## src/pkg/nffs_cfg.svh

```systemverilog
// Constants for the NAND feature set/get host controller
`ifndef NFFS_CFG_SVH
`define NFFS_CFG_SVH
`define NFFS_CMD_SET_FEAT 8'hef
`define NFFS_CMD_GET_FEAT 8'hee
`define NFFS_CMD_STATUS 8'h70
`define NFFS_CMD_READ_MODE 8'h00
`define NFFS_CMD_RESET 8'hff
`define NFFS_FA_TIMING 8'h01
`define NFFS_FA_DRIVE 8'h80
`define NFFS_FA_PULLDOWN 8'h81
`define NFFS_FA_ARRAY 8'h90
`define NFFS_SR_RDY 6
`define NFFS_PARAM_BYTES 4
`define NFFS_CLK_NS 5
`define NFFS_ADL_NS 70
`define NFFS_ADL_CYC ((`NFFS_ADL_NS + `NFFS_CLK_NS - 1) / `NFFS_CLK_NS)
`define NFFS_STROBE_NS 25
`define NFFS_STROBE_CYC ((`NFFS_STROBE_NS + `NFFS_CLK_NS - 1) / `NFFS_CLK_NS)
`define NFFS_WB_NS 100
`define NFFS_WB_CYC ((`NFFS_WB_NS + `NFFS_CLK_NS - 1) / `NFFS_CLK_NS)
`endif

```

## src/pkg/nffs_pkg.sv

```systemverilog
// Types for the NAND feature set/get host controller
package nffs_pkg;
    typedef enum logic [1:0] {
        NFFS_CYC_CMD,
        NFFS_CYC_ADDR,
        NFFS_CYC_WDATA,
        NFFS_CYC_RDATA
    } nffs_cyc_t;
    typedef enum {
        NFFS_IDLE,
        NFFS_CMD,
        NFFS_ADDR,
        NFFS_ADL,
        NFFS_WDATA,
        NFFS_WBUSY,
        NFFS_POLL,
        NFFS_POLLRD,
        NFFS_RDMODE,
        NFFS_RDATA,
        NFFS_DONE
    } nffs_state_t;
endpackage

```

## src/pkg/nffs_cyc_if.sv

```systemverilog
// Bus-cycle request and answer between sequencer and pin driver
`timescale 1ns/100ps
interface nffs_cyc_if;
    import nffs_pkg::*;
    logic req;
    nffs_cyc_t kind;
    logic [7:0] wdata;
    logic done;
    logic [7:0] rdata;
    modport seq (output req, output kind, output wdata, input done, input rdata);
    modport drv (input req, input kind, input wdata, output done, output rdata);
endinterface

```

## src/rtl/nffs_host.sv

```systemverilog
// Host controller issuing set-features and get-features to a NAND target
`timescale 1ns/100ps
`include "nffs_cfg.svh"
module nffs_host
    import nffs_pkg::*;
#(
    parameter int ADL_CYC = `NFFS_ADL_CYC,
    parameter int WB_CYC = `NFFS_WB_CYC,
    parameter int STROBE_CYC = `NFFS_STROBE_CYC
) (
    // Clock and reset
    input wire logic clk_sys,
    input wire logic reset,
    // User orders
    input wire logic startReq,
    input wire logic writeNotRead,
    input wire logic [7:0] featAddr,
    input wire logic [31:0] featWrData,
    input wire logic dieIdle,
    output logic startReady,
    output logic doneStrobe,
    output logic [31:0] featRdData,
    output logic refused,
    // NAND pins
    output logic chipEnable_n,
    output logic cmdLatch,
    output logic addrLatch,
    output logic writeStrobe_n,
    output logic read_strobe_n,
    output logic [7:0] ioOut,
    output logic ioOe_n,
    input wire logic [7:0] ioIn,
    input wire logic readyBusy_n
);
    initial begin
        if (ADL_CYC < 1 || ADL_CYC > 255 || WB_CYC < 1 || WB_CYC > 255) $error("delay out of range");
    end
    function automatic logic [7:0] sanitize(input logic [7:0] fa, input logic [7:0] p1);
        unique case (fa)
            `NFFS_FA_TIMING: sanitize = {5'h00, p1[2:0] > 3'h5 ? 3'h0 : p1[2:0]};
            `NFFS_FA_DRIVE, `NFFS_FA_PULLDOWN: sanitize = {6'h00, p1[1:0]};
            `NFFS_FA_ARRAY: sanitize = {4'h0, p1[3], 1'b0, p1[1:0] == 2'h2 ? 2'h0 : p1[1:0]};
            default: sanitize = 8'h00;
        endcase
    endfunction
    function automatic logic defined_addr(input logic [7:0] fa);
        defined_addr = fa == `NFFS_FA_TIMING || fa == `NFFS_FA_DRIVE ||
            fa == `NFFS_FA_PULLDOWN || fa == `NFFS_FA_ARRAY;
    endfunction
    typedef struct packed {
        nffs_state_t state;
        logic wr;
        logic [7:0] fa;
        logic [31:0] wd;
        logic [31:0] rd;
        logic [1:0] idx;
        logic [7:0] cnt;
        logic req;
        nffs_cyc_t kind;
        logic [7:0] wdata;
        logic done;
        logic refused;
        logic ce;
    } nffs_host_t;
    nffs_host_t st;
    nffs_host_t next_st;
    nffs_cyc_if cyc ();
    ////////////////////////////////////////////////////////////////////////////
    always_comb begin
        next_st = st;
        next_st.req = 1'b0;
        next_st.done = 1'b0;
        next_st.refused = 1'b0;
        unique case (st.state)
            NFFS_IDLE: begin
                if (startReq) begin
                    if (!dieIdle || !readyBusy_n || !defined_addr(featAddr)) begin
                        next_st.refused = 1'b1;
                    end else begin
                        next_st.wr = writeNotRead;
                        next_st.fa = featAddr;
                        next_st.wd = {24'h000000, sanitize(featAddr, featWrData[7:0])};
                        next_st.ce = 1'b1;
                        next_st.req = 1'b1;
                        next_st.kind = NFFS_CYC_CMD;
                        next_st.wdata = writeNotRead ? `NFFS_CMD_SET_FEAT : `NFFS_CMD_GET_FEAT;
                        next_st.state = NFFS_CMD;
                    end
                end
            end
            NFFS_CMD: begin
                if (cyc.done) begin
                    next_st.req = 1'b1;
                    next_st.kind = NFFS_CYC_ADDR;
                    next_st.wdata = st.fa;
                    next_st.state = NFFS_ADDR;
                end
            end
            NFFS_ADDR: begin
                if (cyc.done) begin
                    next_st.cnt = '0;
                    next_st.idx = '0;
                    next_st.state = st.wr ? NFFS_ADL : NFFS_WBUSY;
                end
            end
            NFFS_ADL: begin
                next_st.cnt = st.cnt + 8'd1;
                if (st.cnt == 8'(ADL_CYC - 1)) begin
                    next_st.req = 1'b1;
                    next_st.kind = NFFS_CYC_WDATA;
                    next_st.wdata = st.wd[7:0];
                    next_st.state = NFFS_WDATA;
                end
            end
            NFFS_WDATA: begin
                if (cyc.done) begin
                    if (st.idx == 2'd3) begin
                        next_st.cnt = '0;
                        next_st.state = NFFS_WBUSY;
                    end else begin
                        next_st.idx = st.idx + 2'd1;
                        next_st.req = 1'b1;
                        next_st.kind = NFFS_CYC_WDATA;
                        next_st.wdata = st.wd[8 * (32'(st.idx) + 1) +: 8];
                    end
                end
            end
            NFFS_WBUSY: begin
                next_st.cnt = st.cnt + 8'd1;
                if (st.cnt == 8'(WB_CYC - 1)) begin
                    next_st.req = 1'b1;
                    next_st.kind = NFFS_CYC_CMD;
                    next_st.wdata = `NFFS_CMD_STATUS;
                    next_st.state = NFFS_POLL;
                end
            end
            NFFS_POLL: begin
                if (cyc.done) begin
                    next_st.req = 1'b1;
                    next_st.kind = NFFS_CYC_RDATA;
                    next_st.state = NFFS_POLLRD;
                end
            end
            NFFS_POLLRD: begin
                if (cyc.done) begin
                    next_st.req = 1'b1;
                    if (!cyc.rdata[`NFFS_SR_RDY]) begin
                        next_st.kind = NFFS_CYC_RDATA;
                    end else if (st.wr) begin
                        next_st.req = 1'b0;
                        next_st.state = NFFS_DONE;
                    end else begin
                        next_st.kind = NFFS_CYC_CMD;
                        next_st.wdata = `NFFS_CMD_READ_MODE;
                        next_st.state = NFFS_RDMODE;
                    end
                end
            end
            NFFS_RDMODE: begin
                if (cyc.done) begin
                    next_st.req = 1'b1;
                    next_st.kind = NFFS_CYC_RDATA;
                    next_st.idx = '0;
                    next_st.state = NFFS_RDATA;
                end
            end
            NFFS_RDATA: begin
                if (cyc.done) begin
                    next_st.rd = {cyc.rdata, st.rd[31:8]};
                    if (st.idx == 2'd3) begin
                        next_st.state = NFFS_DONE;
                    end else begin
                        next_st.idx = st.idx + 2'd1;
                        next_st.req = 1'b1;
                        next_st.kind = NFFS_CYC_RDATA;
                    end
                end
            end
            NFFS_DONE: begin
                next_st.ce = 1'b0;
                next_st.done = 1'b1;
                next_st.state = NFFS_IDLE;
            end
        endcase
    end
    always_ff @(posedge clk_sys or posedge reset) begin
        if (reset) begin
            st <= '0;
        end else begin
            st <= next_st;
        end
    end
    ////////////////////////////////////////////////////////////////////////////
    assign cyc.req = st.req;
    assign cyc.kind = st.kind;
    assign cyc.wdata = st.wdata;
    nffs_pin_drv #(
        .STROBE_CYC(STROBE_CYC)
    ) nffs_pin_drv_i (
        .clk_sys(clk_sys),
        .reset(reset),
        .cyc(cyc.drv),
        .cmdLatch(cmdLatch),
        .addrLatch(addrLatch),
        .writeStrobe_n(writeStrobe_n),
        .read_strobe_n(read_strobe_n),
        .ioOut(ioOut),
        .ioOe_n(ioOe_n),
        .ioIn(ioIn)
    );
    assign startReady = st.state == NFFS_IDLE;
    assign doneStrobe = st.done;
    assign featRdData = st.rd;
    assign refused = st.refused;
    assign chipEnable_n = ~st.ce;
    ////////////////////////////////////////////////////////////////////////////
    busy_refuse_a: assert property (@(posedge clk_sys) disable iff (reset)
        st.state == NFFS_IDLE && startReq && (!dieIdle || !readyBusy_n) |=> refused && st.state == NFFS_IDLE)
        else $error("start taken while die busy");
    adl_wait_a: assert property (@(posedge clk_sys) disable iff (reset)
        st.state == NFFS_WDATA && $past(st.state) == NFFS_ADL |-> $past(st.cnt) == 8'(ADL_CYC - 1) && st.idx == 2'd0)
        else $error("data before address-to-data delay");
    reserved_zero_a: assert property (@(posedge clk_sys) disable iff (reset)
        st.state == NFFS_WDATA && st.idx != 2'd0 && cyc.req |-> st.wdata == 8'h00)
        else $error("reserved byte not zero");
    set_code_a: assert property (@(posedge clk_sys) disable iff (reset)
        $rose(st.ce) && st.wr |-> st.wdata == `NFFS_CMD_SET_FEAT) else $error("wrong set code");
    get_code_a: assert property (@(posedge clk_sys) disable iff (reset)
        $rose(st.ce) && !st.wr |-> st.wdata == `NFFS_CMD_GET_FEAT) else $error("wrong get code");
    one_addr_a: assert property (@(posedge clk_sys) disable iff (reset)
        st.state == NFFS_ADDR && cyc.done |=> st.state != NFFS_ADDR) else $error("second address byte");
    readmode_a: assert property (@(posedge clk_sys) disable iff (reset)
        st.state == NFFS_RDMODE && cyc.done |=> st.state == NFFS_RDATA) else $error("no read mode before data");
    timing_sane_a: assert property (@(posedge clk_sys) disable iff (reset)
        st.state == NFFS_WDATA && st.fa == `NFFS_FA_TIMING |-> st.wd[7:0] <= 8'h05)
        else $error("bad timing mode");
endmodule

```

## src/rtl/nffs_pin_drv.sv

```systemverilog
// One asynchronous NAND bus cycle on the pins
`timescale 1ns/100ps
`include "nffs_cfg.svh"
module nffs_pin_drv
    import nffs_pkg::*;
#(
    parameter int STROBE_CYC = `NFFS_STROBE_CYC
) (
    // Clock and reset
    input wire logic clk_sys,
    input wire logic reset,
    // Sequencer side
    nffs_cyc_if.drv cyc,
    // Pins
    output logic cmdLatch,
    output logic addrLatch,
    output logic writeStrobe_n,
    output logic read_strobe_n,
    output logic [7:0] ioOut,
    output logic ioOe_n,
    input wire logic [7:0] ioIn
);
    initial begin
        if (STROBE_CYC < 1 || STROBE_CYC > 255) $error("STROBE_CYC out of range");
    end
    typedef struct packed {
        logic busy;
        logic [8:0] cnt;
        nffs_cyc_t kind;
        logic cle;
        logic ale;
        logic we;
        logic re;
        logic oe;
        logic [7:0] dout;
        logic [7:0] din;
        logic done;
    } nffs_drv_t;
    nffs_drv_t st;
    nffs_drv_t next_st;
    localparam logic [8:0] HALF = 9'(STROBE_CYC);
    ////////////////////////////////////////////////////////////////////////////
    always_comb begin
        next_st = st;
        next_st.done = 1'b0;
        if (!st.busy) begin
            if (cyc.req) begin
                next_st.busy = 1'b1;
                next_st.cnt = '0;
                next_st.kind = cyc.kind;
                next_st.cle = cyc.kind == NFFS_CYC_CMD;
                next_st.ale = cyc.kind == NFFS_CYC_ADDR;
                next_st.oe = cyc.kind != NFFS_CYC_RDATA;
                next_st.dout = cyc.wdata;
                next_st.we = cyc.kind != NFFS_CYC_RDATA;
                next_st.re = cyc.kind == NFFS_CYC_RDATA;
            end
        end else begin
            next_st.cnt = st.cnt + 9'd1;
            if (st.cnt == HALF - 9'd1) begin
                next_st.we = 1'b0;
                next_st.re = 1'b0;
                if (st.kind == NFFS_CYC_RDATA) begin
                    next_st.din = ioIn;
                end
            end
            if (st.cnt == 9'(2 * STROBE_CYC - 1)) begin
                next_st.busy = 1'b0;
                next_st.cle = 1'b0;
                next_st.ale = 1'b0;
                next_st.oe = 1'b0;
                next_st.done = 1'b1;
            end
        end
    end
    always_ff @(posedge clk_sys or posedge reset) begin
        if (reset) begin
            st <= '0;
        end else begin
            st <= next_st;
        end
    end
    ////////////////////////////////////////////////////////////////////////////
    assign cmdLatch = st.cle;
    assign addrLatch = st.ale;
    assign writeStrobe_n = ~st.we;
    assign read_strobe_n = ~st.re;
    assign ioOut = st.dout;
    assign ioOe_n = ~st.oe;
    assign cyc.done = st.done;
    assign cyc.rdata = st.din;
    strobe_width_a: assert property (@(posedge clk_sys) disable iff (reset)
        $rose(writeStrobe_n) |-> st.busy && st.cnt == HALF) else $error("write strobe width wrong");
    data_stable_a: assert property (@(posedge clk_sys) disable iff (reset)
        !writeStrobe_n && !$past(writeStrobe_n) |-> $stable(ioOut)) else $error("data moved under strobe");
endmodule

```

## config.mk

```make
export PLATFORM = sky130hd
export DESIGN_NAME = nffs_host
export DESIGN_NICKNAME = d
export VERILOG_FILES = /design/src/pkg/nffs_pkg.sv /design/src/pkg/nffs_cyc_if.sv /design/src/rtl/nffs_host.sv /design/src/rtl/nffs_pin_drv.sv
export VERILOG_INCLUDE_DIRS = /design/src /design/src/pkg
export SDC_FILE = /design/constraint.sdc
export NUM_CORES = 1
export LEC_CHECK = 0
export BUFFER_PORTS_ARGS = -buffer_cell sky130_fd_sc_hd__buf_2
export CAP_MARGIN = 0
export CORE_MARGIN = 10
export CORE_UTILIZATION = 60
export CTS_CLUSTER_DIAMETER = 30
export CTS_CLUSTER_SIZE = 24
export DETAILED_ROUTE_END_ITERATION = 16
export HOLD_SLACK_MARGIN = 0.05
export PLACE_DENSITY = 0.89
export SYNTH_ARGS = -nofsm -noshare
export SYNTH_HDL_FRONTEND = slang
export SYNTH_SLANG_ARGS = --single-unit
```

## constraint.sdc

```tcl
create_clock -name clk_sys -period 4.88 [get_ports clk_sys]
set_clock_uncertainty 0.1 [all_clocks]
set_input_delay 0 -clock clk_sys [delete_from_list [all_inputs] [get_ports clk_sys]]
set_output_delay 0 -clock clk_sys [all_outputs]
set_load 0.03 [all_outputs]
```

==> flow_metrics.env <==
export IMPL_run_status="completed"
export IMPL_unrepaired_setup_endpoints_after_global_routing="no"
export IMPL_path_max_fanout=20
export IMPL_fp_dieH_microns=113
export IMPL_endpoint_of_the_lowest_slack_register_to_register_path="cyc.wdata[6]"
export IMPL_final_max_slew_viol_count=0
export IMPL_antenna_violating_nets_post_route=0
export IMPL_timing_critical_path_required_ps=5040
export IMPL_syn_area_per_cell_sq_um=11.3
export IMPL_synth_lib_cells_used_distinct=62
export IMPL_area_overhead_of_the_layout_relative_to_synthesis_pct=11.0
export IMPL_global_route_usage_total_pct=17.2
export IMPL_p_sw_mw=0.357
export IMPL_timing_hold_worst_start="featAddr[2]"
export IMPL_grt_overflow_total=0
export IMPL_wirelength_mm=11.1
export IMPL_postSynth_asyncResetShare_pct=100
export IMPL_cts_buffer_depth=2
export IMPL_routed_wl_met3_microns=719
export IMPL_final_cycle_utilization_of_the_critical_path_pct=55.5
export IMPL_clockPowerShare_pct=36.7
export IMPL_placed_cell_area_sq_um=5360
export IMPL_post_cts_resized=0
export IMPL_place_congestion=0.828
export IMPL_fp_dieArea_sq_um=12900
export IMPL_setup_slack_after_layout_ps=2170
export IMPL_die_width_microns=113
export IMPL_netlist_instances=463
export IMPL_clock_fmax_mhz=369
export IMPL_place_port_buffers=74
export IMPL_power_sequential_fraction_pct=60.0
export IMPL_ff_latch_area_sq_um=2680
export IMPL_clkTransAtPathRegs_ps=110
export IMPL_worst_hold_path_endpoint="st[97]"
export IMPL_synth_edf_count=0
export IMPL_sw_frac_of_total_pct=24.1
export IMPL_num_rows=34
export IMPL_grt_max_degree=69
export IMPL_clock_tree_from_tritoncts="done"
export IMPL_placed_cells_incl_taps=586
export IMPL_worstSetupPathType="reg -> reg"
export IMPL_top_layer_used="met4"
export IMPL_postCtsSetupRepairBufs=0
export IMPL_stdcell_count=626
export IMPL_fin_crit_ps=2710
export IMPL_cts_sinks=107
export IMPL_drt_wirelength_per_cell_microns=17.7
export IMPL_grt_pass1_wl_mm=18.4
export IMPL_final_design_area_no_fill_sq_um=5810
export IMPL_pwr_density_cell_nw_per_um2=254
export IMPL_m1WireLength_mm=4.65
export IMPL_multi_input_area_sq_um=2090
export IMPL_cp_data_arrival_time_ps=2870
export IMPL_post_dp_hpwl_mm=7.42
export IMPL_hold_viol=0
export IMPL_synth_warn=0
export IMPL_clock_insertion_delay_worst_skew_ps=380
export IMPL_drc=0
export IMPL_initial_standard_cell_utilization_of_the_core_pct=60.9
export IMPL_postSynthRegisterBits=107
export IMPL_num_io_pins=103
export IMPL_minimum_setup_slack_among_reg_to_reg_paths_ps=2170
export IMPL_finalSetupViolCount=0
export IMPL_main_flop_type_after_synthesis="sky130_fd_sc_hd__dfrtp_1"
export IMPL_drtPass1Iterations=6
export IMPL_worstMarginPinSlew_ps=947
export IMPL_core_sq_um=8590
export IMPL_cts_hold_buf=24
export IMPL_leakage_nw=2.92
export IMPL_place_worst_setup_slack_ps=2270
export IMPL_setup_tns_ps=0
export IMPL_final_cell_mix="107 x sky130_fd_sc_hd__dfrtp_1, 74 x sky130_fd_sc_hd__buf_2, 58 x sky130_fd_sc_hd__mux2_2, 35 x sky130_fd_sc_hd__nand2_1, 26 x sky130_fd_sc_hd__o21ai_0"
export IMPL_htreeDepth=3
export IMPL_root_buffer="sky130_fd_sc_hd__clkbuf_8"
export IMPL_post_drt_via_cell_ratio=5.82
export IMPL_num_fill_cells=626
export IMPL_yosysSeqAreaShare_pct=51.2
export IMPL_r2r_start="st[99]"
export IMPL_postSynthNetCount=522
export IMPL_timing_hold_worst_class="in -> reg"
export IMPL_met2_length_mm=5.56
export IMPL_worst_slew_margin_rel_pct=36.8
export IMPL_detailedRoute_firstIterationViolations=307
export IMPL_initial_antenna_violation_count=0
export IMPL_ir_drop_uv=177
export IMPL_detailroute_via_count=3646
export IMPL_first_global_vias=3684
export IMPL_crit_path_end_kind="flop"
export IMPL_power_combinational_fraction_pct=3.4
export IMPL_insertedDiodeCount=0
export IMPL_timing_reg2reg_worst_path_depth=5
export IMPL_intPower_mw=1.12
export IMPL_worst_setup_path_start_kind="flop"
export IMPL_layout_commonest_cell="sky130_fd_sc_hd__dfrtp_1"
export IMPL_netlist_area_sq_um=5230
export IMPL_cts_made_buffers=9
export IMPL_number_of_nets_in_the_layout=572
export IMPL_max_cap_violations=0
export IMPL_min_path_cells=5
export IMPL_drive_gt1_share_pct=31.5
## critical path, stage by stage (launching register included)
cell and delay, ps:
sky130_fd_sc_hd__dfrtp_1 760, sky130_fd_sc_hd__nor2_1 320, sky130_fd_sc_hd__a31o_2 330, sky130_fd_sc_hd__a311oi_1 250
sky130_fd_sc_hd__and3_1 440, sky130_fd_sc_hd__mux2_2 390
## metal layers
layer	vias up	global-route usage, %
met1	1808	20.5
li1	1703	-
met3	18	5.88
met5	-	0
met4	0	4.15
met2	117	29.4
## registers in the layout, indices dropped and copies added, names as in the netlist
name,count
st,28
nffs_pin_drv_i.addrLatch,1
cyc.wdata,8
featRdData,32
nffs_pin_drv_i.cmdLatch,1
nffs_pin_drv_i.st,15
nffs_pin_drv_i.ioOut,8
nffs_pin_drv_i.cyc.done,1
refused,1
cyc.kind,2
cyc.req,1
doneStrobe,1
nffs_pin_drv_i.cyc.rdata,8
## cells by family (layout without fill, tap and decap cells)
family          Yosys count  after routing  share of synthesized area (%)
simple gates            129            129                           14.4
flops                   107            107                           51.2
compound gates           80             80                           10.9
buf+inv                  79            134                           8.87
mux                      61             61                           13.1
fa+ha+maj                 5              5                           1.20
xor+xnor                  2              2                          0.335
## Yosys cell counts, types with 8 or more instances
cell	number	area, sq um
sky130_fd_sc_hd__a21oi_1	8	40.0
sky130_fd_sc_hd__and3_1	9	56.3
sky130_fd_sc_hd__buf_2	8	40.0
sky130_fd_sc_hd__buf_4	40	300
sky130_fd_sc_hd__clkbuf_1	10	37.5
sky130_fd_sc_hd__dfrtp_1	107	2680
sky130_fd_sc_hd__inv_1	18	67.6
sky130_fd_sc_hd__mux2_2	58	653
sky130_fd_sc_hd__nand2_1	35	131
sky130_fd_sc_hd__nand3_1	11	55.1
sky130_fd_sc_hd__nor2_1	15	56.3
sky130_fd_sc_hd__o21ai_0	26	130
## layout make-up
cell class,count,area share [%]
sequential,107,46.1
multi-input combinational,277,36.1
timing repair buffer,100,10.8
clock buffer,10,2.37
tap,108,2.33
inverter,18,1.21
clock inverter,6,1.16
## power by group through the flow
stage	Combinational (mW)	Clock [mW]	Sequential, mW
3_3_place_gp	0.0363	0	0.903
2_1_floorplan	0.0181	0	0.904
5_1_grt	0.0556	0.589	0.886
4_1_cts	0.0502	0.553	0.886
3_5_place_dp	0.0381	0	0.903
6_report	0.0496	0.542	0.886
## metrics by stage
stage / hold slack (ps) / utilization (%) / power [mW]
2_1_floorplan: -3.83 / - / 0.922
6_report: 137 / 67.6 / 1.48
5_1_grt: 133 / 67.6 / 1.53
3_5_place_dp: 122 / 62.4 / 0.942
4_1_cts: 120 / 67.6 / 1.49
3_3_place_gp: 104 / 62.4 / 0.940
## how the worst max path moves through the flow
stage	startpoint	endpoint	cells after the start
CTS	st[99]	cyc.wdata[6]	5
floorplan	reset	cyc.kind[0]	1
finish	st[99]	cyc.wdata[6]	5
global placement	st[99]	cyc.wdata[7]	5
detailed placement	st[99]	cyc.wdata[6]	5
global route	st[97]	st[21]	5
Power figures use the tool's default switching activity.
